**src/verilog/scsr_defs.vh**
```
`ifndef SCSR_DEFS_VH
`define SCSR_DEFS_VH

// ********************************************
// register offsets
// ********************************************
`define SCSR_OFS_MODE 4'h0
`define SCSR_OFS_CTL1 4'h1
`define SCSR_OFS_BR_LOW 4'h2
`define SCSR_OFS_BR_HIGH 4'h3
`define SCSR_OFS_STAT 4'h5
`define SCSR_OFS_RXBUF 4'h6
`define SCSR_OFS_TXBUF 4'h7
`define SCSR_OFS_IRQ_STAT 4'h8
`define SCSR_OFS_IRQ_EN 4'h9
`define SCSR_OFS_IRQ_CLR 4'hA

// ********************************************
// field positions
// ********************************************
`define SCSR_MODE_MASTER 0
`define SCSR_MODE_FOUR_WIRE 1
`define SCSR_CTL1_RST 0
`define SCSR_CTL1_SSEL_HI 7
`define SCSR_CTL1_SSEL_LO 6
`define SCSR_STAT_BUSY 0
`define SCSR_STAT_OE 5
`define SCSR_STAT_FE 6
`define SCSR_STAT_LISTEN 7
`define SCSR_IRQ_RX 0
`define SCSR_IRQ_OE 1
`define SCSR_IRQ_FE 2

// ********************************************
// reset values and codes
// ********************************************
`define SCSR_CTL1_RESET 8'h01
`define SCSR_BYTE_RESET 8'h00
`define SCSR_SSEL_AUX 2'h1
`define SCSR_BIT_LAST 3'h7
`define SCSR_DIV_MIN 16'h0002

`endif

```
**src/verilog/scsr_prescaler.v**
```verilog
`timescale 1ns/10ps
`default_nettype none
`include "scsr_defs.vh"

module scsr_prescaler (
  // clock and reset
  input wire i_ref_clk,
  input wire i_resetn,
  // control
  input wire i_hold,
  input wire i_src_tick,
  input wire [15:0] i_divisor,
  // half-bit events
  output reg o_rise_tick,
  output reg o_fall_tick
);

  reg [15:0] count;
  wire [15:0] divisor;

  // values below two cannot give two clock edges per period
  assign divisor = (i_divisor < `SCSR_DIV_MIN) ? `SCSR_DIV_MIN : i_divisor;

  // ********************************************
  // divide source clock by prescaler
  // ********************************************
  always @(posedge i_ref_clk or negedge i_resetn) begin
    if (!i_resetn) begin
      count <= 16'h0000;
      o_rise_tick <= 1'b0;
      o_fall_tick <= 1'b0;
    end else if (i_hold) begin
      count <= 16'h0000;
      o_rise_tick <= 1'b0;
      o_fall_tick <= 1'b0;
    end else begin
      o_rise_tick <= i_src_tick && (count == 16'h0000);
      o_fall_tick <= i_src_tick && (count == {1'b0, divisor[15:1]});
      if (i_src_tick) begin
        if (count >= divisor - 16'h0001) begin
          count <= 16'h0000;
        end else begin
          count <= count + 16'h0001;
        end
      end
    end
  end

endmodule

`default_nettype wire

```
**src/verilog/scsr_top.v**
```verilog
`timescale 1ns/10ps
`default_nettype none
`include "scsr_defs.vh"

// How it works
// - master uses aux clock for 01, submain for 10/11; slave uses serial clock pin
// - master bit clock is the selected source divided by the prescaler
// - prescaler equals low byte plus high byte times 256
// - loopback bit feeds transmitter output back into the receiver
// - four-wire master sets bus conflict flag when slave-enable line is asserted
// - bus conflict flag never set in three-wire master or slave mode
// - overrun set on unread character overwrite, cleared by receive buffer read
module scsr_top (
  // clock and reset
  input wire i_ref_clk,
  input wire i_resetn,
  // register port
  input wire [3:0] i_addr,
  input wire [7:0] i_wdata,
  input wire i_wr,
  input wire i_rd,
  output reg [7:0] o_rdata,
  // interrupt
  output reg o_irq,
  // bit rate source clocks
  input wire i_aux_clock,
  input wire i_submain_clock,
  // serial clock pin
  input wire i_serial_clock_pin,
  output reg o_serial_clock_pin,
  output reg o_serial_clock_oe,
  // slave enable line, active low
  input wire i_slave_enable_n,
  // data lines
  input wire i_mosi,
  output reg o_mosi,
  output reg o_mosi_oe,
  input wire i_miso,
  output reg o_miso,
  output reg o_miso_oe
);

  localparam ST_IDLE = 1'b0;
  localparam ST_SHIFT = 1'b1;

  // ********************************************
  // registers and state
  // ********************************************
  reg [7:0] serial_mode;
  reg [7:0] serial_control_1;
  reg [7:0] bit_rate_low;
  reg [7:0] bit_rate_high;
  reg loopback_enable;
  reg bus_conflict_flag;
  reg overrun_flag;
  reg [7:0] receive_buffer;
  reg rx_unread;
  reg [7:0] tx_data;
  reg tx_pending;
  reg [2:0] irq_status;
  reg [2:0] irq_enable;
  reg state;
  reg [7:0] shreg;
  reg [2:0] bitcnt;
  reg tx_bit;
  reg aux_prev;
  reg submain_prev;
  reg pin_prev;

  reg next_rx_done;
  reg next_overrun;
  reg next_conflict;

  wire soft_reset_hold;
  wire master;
  wire four_wire;
  wire [1:0] clock_source_select;
  wire [15:0] bit_clock_prescaler;
  wire transfer_active;
  wire src_tick;
  wire m_rise;
  wire m_fall;
  wire slave_sel;
  wire rise_evt;
  wire fall_evt;
  wire rx_in;
  wire conflict;
  wire rd_rxbuf;
  wire wr_tx;
  wire [2:0] irq_clr;

  function hit;
    input [3:0] addr;
    input [3:0] ofs;
    begin
      hit = (addr == ofs);
    end
  endfunction

  assign soft_reset_hold = serial_control_1[`SCSR_CTL1_RST];
  assign master = serial_mode[`SCSR_MODE_MASTER];
  assign four_wire = serial_mode[`SCSR_MODE_FOUR_WIRE];
  assign clock_source_select = serial_control_1[`SCSR_CTL1_SSEL_HI:`SCSR_CTL1_SSEL_LO];
  assign bit_clock_prescaler = {bit_rate_high, bit_rate_low};
  assign transfer_active = (state == ST_SHIFT);
  assign rd_rxbuf = i_rd && hit(i_addr, `SCSR_OFS_RXBUF);
  assign wr_tx = i_wr && hit(i_addr, `SCSR_OFS_TXBUF);
  assign irq_clr = (i_wr && hit(i_addr, `SCSR_OFS_IRQ_CLR)) ? i_wdata[2:0] : 3'h0;

  // ********************************************
  // clock source selection
  // ********************************************
  assign src_tick = (clock_source_select == `SCSR_SSEL_AUX) ? (i_aux_clock && !aux_prev) :
                    clock_source_select[1] ? (i_submain_clock && !submain_prev) : 1'b0;

  scsr_prescaler u_prescaler (
    .i_ref_clk(i_ref_clk),
    .i_resetn(i_resetn),
    .i_hold(soft_reset_hold || !master || !transfer_active),
    .i_src_tick(src_tick),
    .i_divisor(bit_clock_prescaler),
    .o_rise_tick(m_rise),
    .o_fall_tick(m_fall)
  );

  // slave follows the serial clock pin in three-wire mode, or in four-wire mode while slave enable is low
  assign slave_sel = !four_wire || !i_slave_enable_n;
  assign rise_evt = master ? m_rise : (slave_sel && i_serial_clock_pin && !pin_prev);
  assign fall_evt = master ? m_fall : (slave_sel && !i_serial_clock_pin && pin_prev);

  // ********************************************
  // receive path and conflict detection
  // ********************************************
  assign rx_in = loopback_enable ? tx_bit : (master ? i_miso : i_mosi);
  assign conflict = master && four_wire && !i_slave_enable_n;

  always @(posedge i_ref_clk or negedge i_resetn) begin
    if (!i_resetn) begin
      aux_prev <= 1'b0;
      submain_prev <= 1'b0;
      pin_prev <= 1'b0;
    end else begin
      aux_prev <= i_aux_clock;
      submain_prev <= i_submain_clock;
      pin_prev <= i_serial_clock_pin;
    end
  end

  // ********************************************
  // shift engine
  // ********************************************
  always @* begin
    next_rx_done = 1'b0;
    next_overrun = 1'b0;
    next_conflict = 1'b0;
    if (!soft_reset_hold) begin
      next_conflict = conflict;
      if (rise_evt && bitcnt == `SCSR_BIT_LAST && !conflict && (transfer_active || !master)) begin
        next_rx_done = 1'b1;
        next_overrun = rx_unread && !rd_rxbuf;
      end
    end
  end

  always @(posedge i_ref_clk or negedge i_resetn) begin
    if (!i_resetn) begin
      state <= ST_IDLE;
      shreg <= `SCSR_BYTE_RESET;
      bitcnt <= 3'h0;
      tx_bit <= 1'b0;
      tx_pending <= 1'b0;
      tx_data <= `SCSR_BYTE_RESET;
      o_serial_clock_pin <= 1'b0;
      o_mosi <= 1'b0;
      o_miso <= 1'b0;
      o_serial_clock_oe <= 1'b0;
      o_mosi_oe <= 1'b0;
      o_miso_oe <= 1'b0;
    end else if (soft_reset_hold) begin
      state <= ST_IDLE;
      shreg <= `SCSR_BYTE_RESET;
      bitcnt <= 3'h0;
      tx_bit <= 1'b0;
      tx_pending <= 1'b0;
      o_serial_clock_pin <= 1'b0;
      o_mosi <= 1'b0;
      o_miso <= 1'b0;
      o_serial_clock_oe <= 1'b0;
      o_mosi_oe <= 1'b0;
      o_miso_oe <= 1'b0;
      if (wr_tx) begin
        tx_data <= i_wdata;
      end
    end else begin
      o_serial_clock_oe <= master;
      o_mosi_oe <= master;
      o_miso_oe <= !master && slave_sel;
      if (wr_tx) begin
        tx_data <= i_wdata;
        tx_pending <= 1'b1;
      end
      if (conflict) begin
        state <= ST_IDLE;
        bitcnt <= 3'h0;
        o_serial_clock_pin <= 1'b0;
      end else begin
        case (state)
          ST_IDLE: begin
            if (tx_pending && !wr_tx) begin
              shreg <= tx_data;
              tx_bit <= tx_data[7];
              o_mosi <= tx_data[7];
              o_miso <= tx_data[7];
              tx_pending <= 1'b0;
              bitcnt <= 3'h0;
              if (master) begin
                state <= ST_SHIFT;
              end
            end else if (!master && rise_evt) begin
              shreg <= {shreg[6:0], rx_in};
              bitcnt <= 3'h0;
              state <= ST_SHIFT;
            end
          end
          ST_SHIFT: begin
            if (rise_evt) begin
              shreg <= {shreg[6:0], rx_in};
              o_serial_clock_pin <= master;
            end else if (fall_evt) begin
              o_serial_clock_pin <= 1'b0;
              tx_bit <= shreg[7];
              o_mosi <= shreg[7];
              o_miso <= shreg[7];
              if (bitcnt == `SCSR_BIT_LAST) begin
                state <= ST_IDLE;
                bitcnt <= 3'h0;
              end else begin
                bitcnt <= bitcnt + 3'h1;
              end
            end
          end
          default: begin
            state <= ST_IDLE;
          end
        endcase
      end
    end
  end

  // ********************************************
  // register writes and flags
  // ********************************************
  always @(posedge i_ref_clk or negedge i_resetn) begin
    if (!i_resetn) begin
      serial_mode <= `SCSR_BYTE_RESET;
      serial_control_1 <= `SCSR_CTL1_RESET;
      bit_rate_low <= `SCSR_BYTE_RESET;
      bit_rate_high <= `SCSR_BYTE_RESET;
      loopback_enable <= 1'b0;
      bus_conflict_flag <= 1'b0;
      overrun_flag <= 1'b0;
      receive_buffer <= `SCSR_BYTE_RESET;
      rx_unread <= 1'b0;
      irq_status <= 3'h0;
      irq_enable <= 3'h0;
      o_irq <= 1'b0;
    end else begin
      if (i_wr && hit(i_addr, `SCSR_OFS_MODE)) begin
        serial_mode <= {6'h00, i_wdata[1:0]};
      end
      if (i_wr && hit(i_addr, `SCSR_OFS_CTL1)) begin
        serial_control_1 <= {i_wdata[7:6], 5'h00, i_wdata[0]};
      end
      if (i_wr && hit(i_addr, `SCSR_OFS_BR_LOW)) begin
        bit_rate_low <= i_wdata;
      end
      if (i_wr && hit(i_addr, `SCSR_OFS_BR_HIGH)) begin
        bit_rate_high <= i_wdata;
      end
      if (i_wr && hit(i_addr, `SCSR_OFS_STAT)) begin
        loopback_enable <= i_wdata[`SCSR_STAT_LISTEN];
      end
      if (i_wr && hit(i_addr, `SCSR_OFS_IRQ_EN)) begin
        irq_enable <= i_wdata[2:0];
      end
      // software may clear the conflict flag; a new conflict wins
      if (soft_reset_hold) begin
        bus_conflict_flag <= 1'b0;
      end else if (next_conflict) begin
        bus_conflict_flag <= 1'b1;
      end else if (i_wr && hit(i_addr, `SCSR_OFS_STAT) && !i_wdata[`SCSR_STAT_FE]) begin
        bus_conflict_flag <= 1'b0;
      end
      // overrun cleared by reading the receive buffer or by soft reset
      if (soft_reset_hold) begin
        overrun_flag <= 1'b0;
      end else if (next_overrun) begin
        overrun_flag <= 1'b1;
      end else if (rd_rxbuf) begin
        overrun_flag <= 1'b0;
      end
      if (soft_reset_hold) begin
        rx_unread <= 1'b0;
      end else if (next_rx_done) begin
        rx_unread <= 1'b1;
        receive_buffer <= {shreg[6:0], rx_in};
      end else if (rd_rxbuf) begin
        rx_unread <= 1'b0;
      end
      irq_status[`SCSR_IRQ_RX] <= next_rx_done || (irq_status[`SCSR_IRQ_RX] && !irq_clr[`SCSR_IRQ_RX]);
      irq_status[`SCSR_IRQ_OE] <= next_overrun || (irq_status[`SCSR_IRQ_OE] && !irq_clr[`SCSR_IRQ_OE]);
      irq_status[`SCSR_IRQ_FE] <= next_conflict || (irq_status[`SCSR_IRQ_FE] && !irq_clr[`SCSR_IRQ_FE]);
      o_irq <= |(irq_status & irq_enable);
    end
  end

  // ********************************************
  // register reads
  // ********************************************
  always @(posedge i_ref_clk or negedge i_resetn) begin
    if (!i_resetn) begin
      o_rdata <= `SCSR_BYTE_RESET;
    end else if (i_rd) begin
      case (i_addr)
        `SCSR_OFS_MODE: o_rdata <= serial_mode;
        `SCSR_OFS_CTL1: o_rdata <= serial_control_1;
        `SCSR_OFS_BR_LOW: o_rdata <= bit_rate_low;
        `SCSR_OFS_BR_HIGH: o_rdata <= bit_rate_high;
        `SCSR_OFS_STAT: o_rdata <= {loopback_enable, bus_conflict_flag, overrun_flag, 4'h0, transfer_active};
        `SCSR_OFS_RXBUF: o_rdata <= receive_buffer;
        `SCSR_OFS_TXBUF: o_rdata <= tx_data;
        `SCSR_OFS_IRQ_STAT: o_rdata <= {5'h00, irq_status};
        `SCSR_OFS_IRQ_EN: o_rdata <= {5'h00, irq_enable};
        default: o_rdata <= `SCSR_BYTE_RESET;
      endcase
    end else begin
      o_rdata <= `SCSR_BYTE_RESET;
    end
  end

endmodule

`default_nettype wire

```
**config.mk**
```make
export PLATFORM = sky130hd
export DESIGN_NAME = scsr_top
export DESIGN_NICKNAME = d
export VERILOG_FILES = /design/src/verilog/scsr_prescaler.v /design/src/verilog/scsr_top.v
export VERILOG_INCLUDE_DIRS = /design/src /design/src/verilog
export SDC_FILE = /design/constraint.sdc
export NUM_CORES = 1
export LEC_CHECK = 0
export CAP_MARGIN = 20
export CORE_ASPECT_RATIO = 1.2
export CORE_MARGIN = 2
export CORE_UTILIZATION = 55
export CTS_CLUSTER_SIZE = 16
export DETAILED_ROUTE_END_ITERATION = 10
export DONT_BUFFER_PORTS = 1
export PLACE_DENSITY = 0.73
export SYNTH_ARGS = -nofsm -noshare
export SYNTH_HDL_FRONTEND = slang
export SYNTH_SLANG_ARGS = --single-unit
export TNS_END_PERCENT = 1
```
**constraint.sdc**
```tcl
create_clock -name i_ref_clk -period 4.5 [get_ports i_ref_clk]
set_input_delay 0.675 -clock i_ref_clk [delete_from_list [all_inputs] [get_ports i_ref_clk]]
set_output_delay 0.675 -clock i_ref_clk [all_outputs]
set_load 0.005 [all_outputs]
```
Yosys cells after proc, flatten, opt, wreduce, memory -nomap -nowiden
Index checks and enable logic that the tools add are counted.
{ "word_totals": {"in_bits": 22, "mem_bits_ro": 0, "latch_bits": 0, "output_inout_bits": 15, "mem_bits_rw": 0, "elab_cells": 192, "mem_count": 0, "reg_bits": 94} }
{ "classes": {"mul": 0, "n_mux": 69, "n_lt_le_gt_ge": 2, "n_shift": 0, "reduce_logical": 66, "add_sub_neg": 3, "bitwise": 3, "n_eq_ne": 21, "div_mod_pow": 0} }
{ "op_table": {"columns": ["cell", "count"], "rows": [
  ["8-bit case mux with 9 select lines", 1],
  ["16-bit two-way mux", 4],
  ["8-bit two-way mux", 6],
  ["1-bit two-way mux", 46],
  ["1-bit logical AND", 30],
  ["3-bit two-way mux", 8],
  ["16-bit by 1-bit adder with 16-bit output, second input constant", 1],
  ["16-bit by 15-bit equality test with 1-bit output", 1],
  ["16-bit >= comparator", 1],
  ["16-bit zero test", 1],
  ["16-bit by 2-bit < comparator with 1-bit output, second input constant", 1],
  ["8-bit case mux with 2 select lines", 1],
  ["16-bit by 1-bit subtractor with 16-bit output, second input constant", 1],
  ["1-bit zero test", 15],
  ["4-bit by 3-bit equality test with 1-bit output, second input constant", 3],
  ["4-bit equality test, second input constant", 3],
  ["3-bit nonzero test", 4],
  ["4-bit by 2-bit equality test with 1-bit output, second input constant", 2],
  ["1-bit logical OR", 7],
  ["3-bit by 2-bit inequality test with 1-bit output, second input constant", 2],
  ["3-bit inequality test, second input constant", 2],
  ["3-bit case mux with 2 select lines", 1],
  ["3-bit AND reduction", 2],
  ["5-bit inequality test, second input constant", 1],
  ["other kinds (17)", 20]
]} }

Depth between registers and ports, before layout
Gate-level depths: netlist of the first run.
{ "logic_depth": {"ltp_word": 12, "depth_mapped": 19, "mapped_depth_nobuf": 17} }

Cells and area by module
Synthesis of the first run repeated with hierarchy kept, for this count alone.
{ "unflattened": {"hier_cells": 526, "area_unflattened_um2": 5436.5} }
{ "modules_own_cells": {"columns": ["mod", "seq_area_each_um2", "cells_each", "n_inst", "area_each_um2"], "rows": [
  ["scsr_top", 1903.1, 307, 1, 3671.0],
  ["scsr_prescaler", 450.4, 219, 1, 1765.4]
]} }

Worst setup path before layout of the first run
No wires, ideal clock.
{ "synth_timing": {"path_kind": "flip-flop to flip-flop", "startpoint": "register bit_rate_low[6]", "endpoint": "register u_prescaler.count[0]", "arrival_time_ns": 4.173, "path_buffers": 2, "required_time_ns": 4.368, "setup_time_ns": 0.132, "path_stages_with_launch": 19, "slack_ns": 0.196, "period_less_slack_ns": 4.304, "cell_sequence": "dfrtp_1 -> buf_6 -> or4_4 -> or4b_4 -> o21ai_0 -> ha_1 -> nand2b_1 -> or3_1 -> or3_1 -> nor2_1 -> xnor2_1 -> ha_1 -> nand4_1 -> nor3_1 -> o211ai_1 -> nand3_1 -> a21o_1 -> clkbuf_1 -> nor2_1"} }
{ "synth_between": {"elab_chain_cells": 7} }
{ "synth_rtl": {"columns": ["element", "line_no", "text"], "rows": [
  ["start: declaration", "scsr_top.v:51", "reg [7:0] bit_rate_low;"],
  ["start signal: assignment", "scsr_top.v:257", "bit_rate_low <= `SCSR_BYTE_RESET;"],
  ["start signal: assignment", "scsr_top.v:275", "bit_rate_low <= i_wdata;"],
  ["16-bit by 2-bit < comparator with 1-bit output (no source line)", null, null],
  ["16-bit two-way mux *", "scsr_prescaler.v:22", "assign divisor = (i_divisor < `SCSR_DIV_MIN) ? `SCSR_DIV_MIN : i_divisor;"],
  ["16-bit by 1-bit subtractor with 16-bit output *", "scsr_prescaler.v:40", "if (count >= divisor - 16'h0001) begin"],
  ["16-bit >= comparator *", "scsr_prescaler.v:40", null],
  ["16-bit two-way mux *", "scsr_prescaler.v:40", null],
  ["16-bit two-way mux *", "scsr_prescaler.v:39", "if (i_src_tick) begin"],
  ["16-bit two-way mux *", "scsr_prescaler.v:32", "end else if (i_hold) begin"],
  ["end signal: assignment", "scsr_prescaler.v:43", "count <= count + 16'h0001;"],
  ["end: declaration", "scsr_prescaler.v:18", "reg [15:0] count;"]
]} }
Mark *: on every way between the ends. The rest lies on a longest branch, timed or not. The select of a mux whose other input is x is not followed.
A chain may end at the register's enable or synchronous reset.

Worst setup path after layout of the first run
{ "layout_timing": {"startpoint": "register bit_rate_high[0]", "endpoint": "register u_prescaler.count[3]"} }
{ "layout_between": {"elab_chain_cells": 7} }
{ "layout_rtl": {"columns": ["element", "line_no", "text"], "rows": [
  ["start: declaration", "scsr_top.v:52", "reg [7:0] bit_rate_high;"],
  ["start signal: assignment", "scsr_top.v:258", "bit_rate_high <= `SCSR_BYTE_RESET;"],
  ["start signal: assignment", "scsr_top.v:278", "bit_rate_high <= i_wdata;"],
  ["16-bit by 2-bit < comparator with 1-bit output (no source line)", null, null],
  ["16-bit two-way mux *", "scsr_prescaler.v:22", null],
  ["16-bit by 1-bit subtractor with 16-bit output *", "scsr_prescaler.v:40", null],
  ["16-bit >= comparator *", "scsr_prescaler.v:40", null],
  ["16-bit two-way mux *", "scsr_prescaler.v:40", null],
  ["16-bit two-way mux *", "scsr_prescaler.v:39", null],
  ["16-bit two-way mux *", "scsr_prescaler.v:32", null]
]} }
Marks and branches as above.

==> metrics.txt, run 1 <==
run status=completed; WL final=approximately 13 mm; Slew headroom=45.6%; area of the mapped netlist=5360 um2; Pwr Density=between 400 and 500 nW/um2; GRT Util Overall=25.9%; Final Skew=slightly below 8 ps; # rows=39; layout cells sized above 1=18.9%; Lkg Pwr=2.52 nW; I/O pins=37; Chip Height=approximately 110 um; first-pass GRT wire length=21.0 mm; Cells after Synth=537; Starting Density=between 50% and 60%; ys flop type=dfrtp_1; number of global-route vias before repair=4,150; EDFF count, synth=0; Final Max Slew Viols=0; hpwl dp=9.38 mm; syn_nets=580; pin count of the biggest net entering global routing=between 90 and 100; register area share after synthesis=43.9%; Least-Margin Pin Slew=812 ps; CP peak stage delay=570 ps; arrival time at the worst endpoint=4560 ps; HP Class=in2async; Die ar.=about 11,000 um2; GPL Wtd Cong=0.832; Ys Warns=0; Yosys cell types=67; Post-synth ARST share=100%; Crit. End Element=register; min Tclk post-route=4320 ps; Nets=~570; Hold Fails Final Rpt=0; P&R area growth vs syn=8.29%; post-synthesis mux area share=around 12%; Register-to-Register Path Depth=17; htree depth=3; Initial DRC Count=181; area share of fa/ha/maj cells after synthesis=4.90%; area share of and/or/nand/nor cells after synthesis=about 18%; FMAX=between 0.2 and 0.25 GHz; post-route ant nets=0; Clock Path Buffers=2; Final Setup Violations=0; Worst-path clk slew=70 ps; xor/xnor cell area share of the yosys netlist=6.51%; worst setup margin=179 ps; diode count=0; clock sink count=94; average cell area after synthesis=between 9 and 10 um2; CP Class=reg2reg; Yosys reg bits=94; via/cell ratio=6.08; Clk Latency, worst-skew pair=350 ps; core area=9520 um2; Hold Slack=16.1 ps; # port buffers=0; pre-CTS setup slack=roughly 4.6 ps; post-route clock period utilization=96.0%; max-cap viol count=0; initial antenna violation count=0; CP max-delay cell=or4_4; largest family of logic cells by synthesized area=simple AND/OR/NAND/NOR gates; 1st-pass router iterations=4; reg-to-reg slack, setup=180 ps; required time of the worst setup path=around 4700 ps; CTS tree=done; CP Cell Sequence=or4_4 -> or4b_4 -> o21ai_4 -> ha_2 -> nand2b_1 -> or3_1 -> or3_1 -> nor2_2 -> xnor2_1 -> ha_1 -> nand4_1 -> nor3_2 -> o211ai_1 -> nand4_1 -> buf_4 -> o21ai_0 -> a21o_1; Synth Area in Compound Gates=11.0%; Num CTS Buffers=9; CP Max Fanout=7; Overflow after GRT=0; Design Power=~2.4 mW; Die X=approximately 94 um; Critical Path Source Type=register; Root Buffer=clkbuf_16; Core Util, Final=61.0%; routed vias=4,002; DRC=0; drt wl/cell=19.4 um; Worst VDD drop=0.273 mV
[cell type report]
type,instances,area [um2]
fill,778,3710
multi-input combinational,403,2870
sequential,94,2350
clock buffer,11,253
tap,123,154
timing repair buffer,12,90.1
clock inverter,5,42.5
inverter,10,37.5
[cell families (layout without fill, tap and decap cells)]
logic type / after synthesis / in the layout
AO/OA/AOI/OAI: 89 / 89
XOR/XNOR: 39 / 39
adder cells (fa/ha/maj): 21 / 21
buffers and inverters: 40 / 38
flip-flops: 94 / 94
multiplexers: 59 / 59
AND/OR/NAND/NOR: 195 / 195
[report_power, final]
| group | internal [mW] | total (mW) | switching, mW |
|---|---|---|---|
| Clock | 0.410 | 0.752 | 0.342 |
| Combinational | 0.272 | 0.540 | 0.268 |
| Sequential | 0.964 | 1.11 | 0.141 |
| Total | 1.65 | 2.40 | 0.750 |
[per-stage QoR]
stage	setup TNS, ps	instances	cell area [um2]
CTS	0	656	5740
global placement	0	640	5450
global route	-193	658	5800
detailed placement	0	640	5450
floorplan	0	537	5360
finish	0	658	5800
[sequential cells by signal (all words and copies together) (netlist names), 2 cells and up]
register,cells
u_prescaler.count,16
bit_rate_high,8
bit_rate_low,8
o_rdata,8
receive_buffer,8
shreg,8
tx_data,8
bitcnt,3
irq_enable,3
irq_status,3
serial_control_1,3
serial_mode,2
[cell usage after synthesis (9+ instances only)]
cell / n / share of area, %
a21oi_1: 27 / 2.5
clkbuf_1: 18 / 1.3
dfrtp_1: 93 / 43
ha_1: 21 / 4.9
inv_1: 10 / 0.70
mux2_2: 49 / 10
mux2i_1: 9 / 1.7
nand2_1: 59 / 4.1
nand3_1: 9 / 0.84
nand4_1: 12 / 1.4
nor2_1: 55 / 3.9
nor3_1: 11 / 1.0
o21ai_0: 16 / 1.5
xnor2_1: 20 / 3.3
xor2_1: 18 / 2.9
[worst max-delay path, delay by kind of cell (launching register included)]
family	cells	cell delay, ps
xor+xnor	1	70
simple gates	9	2420
fa+ha+maj	2	520
compound gates	4	660
buf+inv	1	160
flops	1	380
[path summary, 6_finish.rpt]
check                                               endpoint                           from
max                         u_prescaler.count[3]$_DFFE_PN0P_   bit_rate_high[0]$_DFFE_PN0P_
min                        u_prescaler.count[10]$_DFFE_PN0P_                       i_resetn
max reg2reg                 u_prescaler.count[3]$_DFFE_PN0P_   bit_rate_high[0]$_DFFE_PN0P_
min reg2reg                    receive_buffer[3]$_DFFE_PN0P_  receive_buffer[3]$_DFFE_PN0P_
max in group asynchronous    serial_control_1[0]$_DFFE_PN1P_                       i_resetn
min in group i_ref_clk                    pin_prev$_DFF_PN0_             i_serial_clock_pin
[timing repair]
action,4_1_cts,5_1_grt
hold buffers,0,0
buffers inserted,0,2
resized for setup,1,10
pin swaps,1,4
endpoints found under the hold margin,0,0
setup endpoints to repair,9,16
[metal layers]
layer  GRT usage, %  wire, um  up-vias
met5              0         0        -
met4           8.99       299        0
met3           5.23       315       25
met2           44.7      6730       72
met1           32.1      5430     2004
li1               -         -     1901
[layout by cell type (no fill, tap or decap), types with 3 or more instances in the layout]
master / n
dfrtp_1: 93
nand2_1: 59
nor2_1: 54
mux2_2: 49
a21oi_1: 27
xnor2_1: 20
ha_1: 20
xor2_1: 18
o21ai_0: 15
nand4_1: 12
buf_4: 12
nor3_1: 10
inv_1: 10
mux2i_1: 9
nand3_1: 9
clkbuf_16: 9
nand2b_1: 8
or3_1: 8
a22oi_1: 5
a21o_1: 4
nor4_1: 4
o22a_1: 3
or2_2: 3
o31ai_1: 3
or4_1: 3
o32ai_1: 3
clkinv_4: 3
(Power assumes the default switching activity.)
==> run 2: changes to the inputs <==
--- a/config.mk
+++ b/config.mk
@@ -16,5 +16,6 @@
 export PLACE_DENSITY = 0.73
 export SYNTH_ARGS = -nofsm -noshare
 export SYNTH_HDL_FRONTEND = slang
+export SYNTH_HIERARCHICAL = 1
 export SYNTH_SLANG_ARGS = --single-unit
 export TNS_END_PERCENT = 1
==> metrics.txt, run 2 <==
run status=completed; average cell area after synthesis=10.3 um2 (+3.6%); CTS tree=done; 1st-pass router iterations=5 (+1); routed vias=4,260 (+6.4%); max FFs per register=16 (unchanged); Placement Cell Area=5550 um2 (+2.0%); Initial DRC Count=295 (+63%); Critical Path Source Type=register; post-route ant nets=0 (unchanged); Final Cell Area=5910 um2 (+1.8%); fill count=767 (-1.4%); hpwl dp=9.76 mm (+4.1%); Ys Warns=6 (+6); Nets=568 (-0.87%); htree depth=3 (unchanged); WL final=13.8 mm (+7.7%); area of the mapped netlist=5440 um2 (+1.4%); Post-synth ARST share=100% (unchanged); # port buffers=0 (unchanged); Root Buffer=clkbuf_16; Final Skew=12.9 ps (+4.98 ps); initial antenna violation count=0 (unchanged); FMAX=0.236 GHz (+1.9%); min Tclk post-route=4240 ps (-79.4 ps); top cell type's share of synthesized area=42.8% (-0.62 points); Slew headroom=55.0% (+9.4 points); drt wl/cell=21.1 um (+8.5%); Starting Density=56.8% (+0.52 points); CP Class=reg2reg; required time of the worst setup path=4730 ps (about the same); first-pass GRT wire length=22.2 mm (+5.3%); CP peak stage delay=570 ps (about the same); Overflow after GRT=0 (unchanged); Largest Register=u_prescaler/count; Clk Latency, worst-skew pair=350 ps (about the same); Final Max Slew Viols=0 (unchanged); via/cell ratio=6.52 (+7.3%); syn_nets=569 (-1.9%); Yosys reg bits=94 (unchanged); TNS Setup=0 ps (unchanged); Clock Path Buffers=2 (unchanged); GRT Util Overall=26.8% (+0.92 points); pin count of the biggest net entering global routing=95 (unchanged); Final Setup Violations=0 (unchanged); number of global-route vias before repair=4,238 (+2.1%); Lkg Pwr=2.47 nW (-1.8%); commonest non-fill, non-tap cell in the layout=dfrtp_1; Pwr Density=400 nW/um2 (-3.0%); Worst VDD drop=0.180 mV (-34%); DRC=0 (unchanged); RSZ-0062 raised after global routing=no; arrival time at the worst endpoint=4470 ps (-90 ps); worst setup margin=258 ps (+79.4 ps); Hold Fails Final Rpt=0 (unchanged); post-route clock period utilization=94.3% (-1.8 points); Synth top cells by count=93 x dfrtp_1, 45 x nand2_1, 42 x mux2_2, 28 x o21ai_0, 23 x nor2_1; Num CTS Buffers=9 (unchanged); Design Power=2.37 mW (-1.3%); P&R area growth vs syn=8.68%; CP max-delay cell=or4_1; Register-to-Register Path Depth=15 (-2); post-synth top area cell=dfrtp_1; Least-Margin Pin Slew=674 ps (-138 ps); GPL Wtd Cong=0.931 (+12%); core area=9560 um2 (+0.51%); Core Util, Final=61.8% (+0.79 points); Yosys cell types=68 (+1.5%); Chip Height=113 um (+0.70%); ys flop type=dfrtp_1; Die X=94.8 um (+0.69%); I/O pins=37 (unchanged); pre-CTS setup slack=-34.4 ps (-39.0 ps); Worst-path clk slew=80 ps (about the same); clock sink count=94 (unchanged); Crit. End Element=register; diode count=0 (unchanged); # rows=39 (unchanged); most frequent cell after synthesis=dfrtp_1; max-cap viol count=0 (unchanged); register area share after synthesis=43.3% (-0.63 points); HP Class=in2async; Cells after Synth=526 (-2.0%); CP Max Fanout=4 (-3); Synth area leaders=dfrtp_1 43%, mux2_2 8.7%, ha_1 4.8%, xor2_1 3.2%, nand2_1 3.1%; commonest cells after routing, fill and taps aside=93 x dfrtp_1, 45 x nand2_1, 42 x mux2_2, 25 x o21ai_0, 23 x nor2_1; EDFF count, synth=0 (unchanged); layout cells sized above 1=17.4% (-1.5 points); Die ar.=10,700 um2 (+1.4%); CP Cell Sequence=or4_1 -> or4_4 -> o21ai_2 -> ha_2 -> nand3b_1 -> or3_1 -> nor4_2 -> xnor2_1 -> ha_1 -> nand4_1 -> nor3_2 -> nor3_4 -> buf_4 -> a41oi_1 -> o22ai_1
[run 2: cell types whose count changed after synthesis, sizes merged, moves of 7 or more]
cell	change
a221o	+8
and3	+7
nand2	-13
o21ai	+15
nor2	-31
a21oi	-11
nand3b	+8
[run 2: cell families (layout without fill, tap and decap cells)]
logic type                 Yosys count  in the layout  synth area share, %
buffers and inverters               39             43                 3.08
DFF                                 94             94                 43.3
and+or+nand+nor                    173            173                 17.4
xor gates and xnor gates            39             39                 6.28
muxes                               55             55                 11.3
AOI/OAI and AO/OA                  105            105                 13.8
adders and majority gates           21             21                 4.83
[run 2: repair_timing]
item	in CTS	in global routing
pin swaps	1	3
setup buffers	0	3
cloned	0	0
hold endpoints to repair	0	0
gates resized for setup	1	9
hold buffers	0	0
setup endpoints to repair	15	16
[run 2: worst max-delay path, delay by kind of cell, from the launching register on]
kind,cells,cell delay (ps)
AOI/OAI and AO/OA,3,480
xor gates and xnor gates,1,110
adders and majority gates,2,540
buffers and inverters,1,150
DFF,1,380
and+or+nand+nor,8,2450
[run 2: path summary, 6_finish.rpt]
path	startpoint	endpoint	slack [ps]
worst max-delay path	bit_rate_high[2]$_DFFE_PN0P_	u_prescaler/count[2]$_DFFE_PN0P_	260
worst min-delay path	i_resetn	shreg[7]$_DFFE_PN0P_	10
worst max register to register	bit_rate_high[2]$_DFFE_PN0P_	u_prescaler/count[2]$_DFFE_PN0P_	260
worst min register to register	receive_buffer[1]$_DFFE_PN0P_	receive_buffer[1]$_DFFE_PN0P_	500
max in group asynchronous	i_resetn	serial_control_1[0]$_DFFE_PN1P_	4260
min in group i_ref_clk	i_serial_clock_pin	pin_prev$_DFF_PN0_	350
[run 2: power breakdown]
| part | total, mW | switching [mW] | internal (mW) |
|---|---|---|---|
| registers | 1.07 | 0.122 | 0.953 |
| clock network | 0.747 | 0.359 | 0.388 |
| logic | 0.545 | 0.282 | 0.263 |
[run 2: per-layer routing]
| metal | GRT usage, % | vias to the layer above | wire length [um] |
|---|---|---|---|
| met1 | 34.1 | 2154 | 5570 |
| met3 | 4.59 | 27 | 704 |
| met4 | 10.2 | 0 | 383 |
| met5 | 0 | - | 0 |
| li1 | - | 1945 | - |
| met2 | 45.2 | 134 | 7100 |
[run 2: metrics by stage]
step / cells / hold WS (ps)
finish: 653 / 13.9
global route: 653 / 5.06
CTS: 649 / 14.4
detailed placement: 633 / 381
global placement: 633 / 381
floorplan: 526 / 379
[run 2: final cells by class]
| type | count | area, um2 | area share (%) |
|---|---|---|---|
| inverters | 11 | 41.3 | 0.699 |
| clock inverters | 7 | 63.8 | 1.08 |
| multi-input cells | 393 | 2950 | 49.9 |
| repair buffers | 16 | 120 | 2.03 |
| flip-flops and latches | 94 | 2350 | 39.8 |
| clock buffers | 9 | 225 | 3.81 |
| well taps | 123 | 154 | 2.60 |
==> run 3: changes to the inputs <==
--- a/config.mk
+++ b/config.mk
@@ -6,14 +6,15 @@
 export SDC_FILE = /design/constraint.sdc
 export NUM_CORES = 1
 export LEC_CHECK = 0
+export ABC_AREA = 1
 export CAP_MARGIN = 20
 export CORE_ASPECT_RATIO = 1.2
 export CORE_MARGIN = 2
-export CORE_UTILIZATION = 55
+export CORE_UTILIZATION = 48
 export CTS_CLUSTER_SIZE = 16
 export DETAILED_ROUTE_END_ITERATION = 10
 export DONT_BUFFER_PORTS = 1
-export PLACE_DENSITY = 0.73
+export PLACE_DENSITY = 0.65
 export SYNTH_ARGS = -nofsm -noshare
 export SYNTH_HDL_FRONTEND = slang
 export SYNTH_HIERARCHICAL = 1
==> metrics.txt, run 3 <==
Starting Density=49.3% (-7.5 points); first-pass GRT wire length=24.7 mm (+12%); Die X=104 um (+9.5%); TNS Setup=0 ps (unchanged); CP Class=reg2reg; Initial DRC Count=407 (+38%); pin count of the biggest net entering global routing=95 (unchanged); via/cell ratio=5.52 (-15%); Die ar.=12,800 um2 (+20%); Chip Height=124 um (+9.6%); GRT Util Overall=24.5% (-2.2 points); reg-to-reg slack, setup=1210 ps (+950 ps); ys flop type=dfrtp_1; CTS tree=done; min Tclk post-route=3290 ps (-954 ps); Synth area leaders=dfrtp_1 41%, nand2_1 17%, o21ai_0 5.4%, ha_1 4.6%, inv_1 4.5%; Final Setup Violations=0 (unchanged); Lkg Pwr=3.00 nW (+21%); Hold Fails Final Rpt=0 (unchanged); max-cap viol count=0 (unchanged); Overflow after GRT=0 (unchanged); Least-Margin Pin Slew=1110 ps (+434 ps); arrival time at the worst endpoint=3570 ps (-900 ps); DRC=0 (unchanged); post-CTS setup buffers=0 (unchanged); Clk Latency, worst-skew pair=340 ps (about the same); final non-filler cell total=916 (+40%); Nets=797 (+40%); top cell type's share of synthesized area=40.6% (-2.2 points); syn_nets=806 (+42%); Pwr Density=406 nW/um2 (+1.5%); worst setup margin=1210 ps (+954 ps); Worst-path clk slew=70 ps (about the same); Core Util, Final=52.7% (-9.0 points); I/O pins=37 (unchanged); post-route clock period utilization=73.1% (-21 points); required time of the worst setup path=4780 ps (+50 ps); GPL Wtd Cong=0.936 (+0.57%); most frequent cell after synthesis=nand2_1; Hold-fix buffers, CTS=0 (unchanged); core area=11,600 um2 (+22%); Final Cell Area=6130 um2 (+3.7%); clock sink count=94 (unchanged); Yosys reg bits=94 (unchanged); # port buffers=0 (unchanged); placed cell count=900 (+42%); htree depth=3 (unchanged); initial antenna violation count=0 (unchanged); commonest cells after routing, fill and taps aside=254 x nand2_1, 93 x dfrtp_1, 68 x inv_1, 62 x o21ai_0, 57 x nor2_1; number of global-route vias before repair=5,118 (+21%); Ys Warns=6 (unchanged); routed vias=5,058 (+19%); area of the mapped netlist=5730 um2 (+5.4%); diode count=0 (unchanged); Clock Path Buffers=2 (unchanged); drt wl/cell=16.6 um (-21%); Synth top cells by count=254 x nand2_1, 93 x dfrtp_1, 68 x inv_1, 62 x o21ai_0, 57 x nor2_1; EDFF count, synth=0 (unchanged); average cell area after synthesis=7.51 um2 (-27%); WL final=15.2 mm (+10%); post-route ant nets=0 (unchanged); 1st-pass router iterations=5 (unchanged); layout cells sized above 1=6.98% (-10 points); Final Max Slew Viols=0 (unchanged); Placement Cell Area=5800 um2 (+4.5%); Critical Path Source Type=register; FMAX=0.304 GHz (+29%); post-synth top area cell=dfrtp_1; Yosys cell types=38 (-44%); Worst VDD drop=0.203 mV (+13%); Num CTS Buffers=9 (unchanged); Root Buffer=clkbuf_16; PostCTS Resize Cnt=0 (-1); Slew headroom=25.8% (-29 points); Cells after Synth=763 (+45%); run status=completed; max FFs per register=16 (unchanged); Final Skew=7.63 ps (-5.30 ps); # rows=43 (+10%); Post-synth ARST share=100% (unchanged); Largest Register=u_prescaler/count; Crit. End Element=register; hpwl dp=11.3 mm (+16%); pre-CTS setup slack=1260 ps (+1290 ps); register area share after synthesis=41.1% (-2.2 points); CP Max Fanout=14 (+10); P&R area growth vs syn=6.92%; commonest non-fill, non-tap cell in the layout=nand2_1; HP Class=in2async; RSZ-0062 raised after global routing=no
==> run 3: cell types whose count changed after synthesis, moves of 8 or more <==
cell | previous run | this run
a221o_1 | 8 | 0
mux2_2 | 42 | 0
o21ai_0 | 28 | 62
nand2_1 | 45 | 254
inv_1 | 11 | 68
and3_1 | 9 | 0
clkbuf_1 | 17 | 3
nor4_1 | 10 | 2
mux2_1 | 8 | 0
nand3_1 | 14 | 49
nor2_1 | 23 | 57
==> run 3: routing by layer <==
metal,track usage [%],wire (um)
met5,0,0
met4,15.6,771
met3,4.87,818
met2,44.0,7510
met1,27.0,6070
==> run 3: area by class of cell <==
cell class | instances | area (um2)
Clock inverter | 5 | 81.3
Tap cell | 157 | 196
Sequential cell | 94 | 2350
Inverter | 74 | 278
Clock buffer | 11 | 243
Fill cell | 1131 | 5490
Multi-Input combinational cell | 575 | 2980
==> run 3: worst paths after layout <==
path,from,endpoint,cells after the start
max,bit_rate_low[6]$_DFFE_PN0P_,u_prescaler/count[9]$_DFFE_PN0P_,19
min,i_resetn,u_prescaler/count[4]$_DFFE_PN0P_,0
max reg2reg,bit_rate_low[6]$_DFFE_PN0P_,u_prescaler/count[9]$_DFFE_PN0P_,19
min reg2reg,receive_buffer[5]$_DFFE_PN0P_,receive_buffer[5]$_DFFE_PN0P_,2
max in group asynchronous,i_resetn,serial_control_1[0]$_DFFE_PN1P_,0
min in group i_ref_clk,i_serial_clock_pin,pin_prev$_DFF_PN0_,0
==> run 3: critical path: stages, from the launching register on <==
cell and delay [ps]:
dfrtp_1 480, nor2_1 180, nand2_1 110, nor2_1 120
nand2_2 120, nand2_1 120, ha_1 220, nand2_1 120
nor2_1 200, nand2_1 90, xor2_1 130, inv_1 60
ha_1 260, nand2_1 130, o21bai_1 150, a21o_1 130
nand2_1 40, inv_1 320, nand3b_1 140, nand2_1 90
==> run 3: kinds of logic (layout without fill, tap and decap cells) <==
| family | Yosys count | after routing | synth area share [%] |
|---|---|---|---|
| AOI/OAI and AO/OA | 95 | 95 | 8.84 |
| buffers and inverters | 94 | 90 | 7.01 |
| adders and majority gates | 21 | 21 | 4.58 |
| xor gates and xnor gates | 31 | 31 | 4.74 |
| DFF | 94 | 94 | 41.1 |
| and+or+nand+nor | 428 | 428 | 33.8 |
==> run 3: through the flow <==
step	power [mW]	hold WS, ps
after floorplan	1.54	379
after global placement	1.65	382
after detailed placement	1.67	383
after CTS	2.51	12.5
after global routing	2.65	8.38
final	2.49	27.4
==> run 3: power breakdown <==
group	switching, mW	leakage [nW]	internal (mW)
Sequential	0.138	1.25	0.962
Clock	0.328	0.156	0.504
Combinational	0.359	1.60	0.199
Total	0.825	3.00	1.66
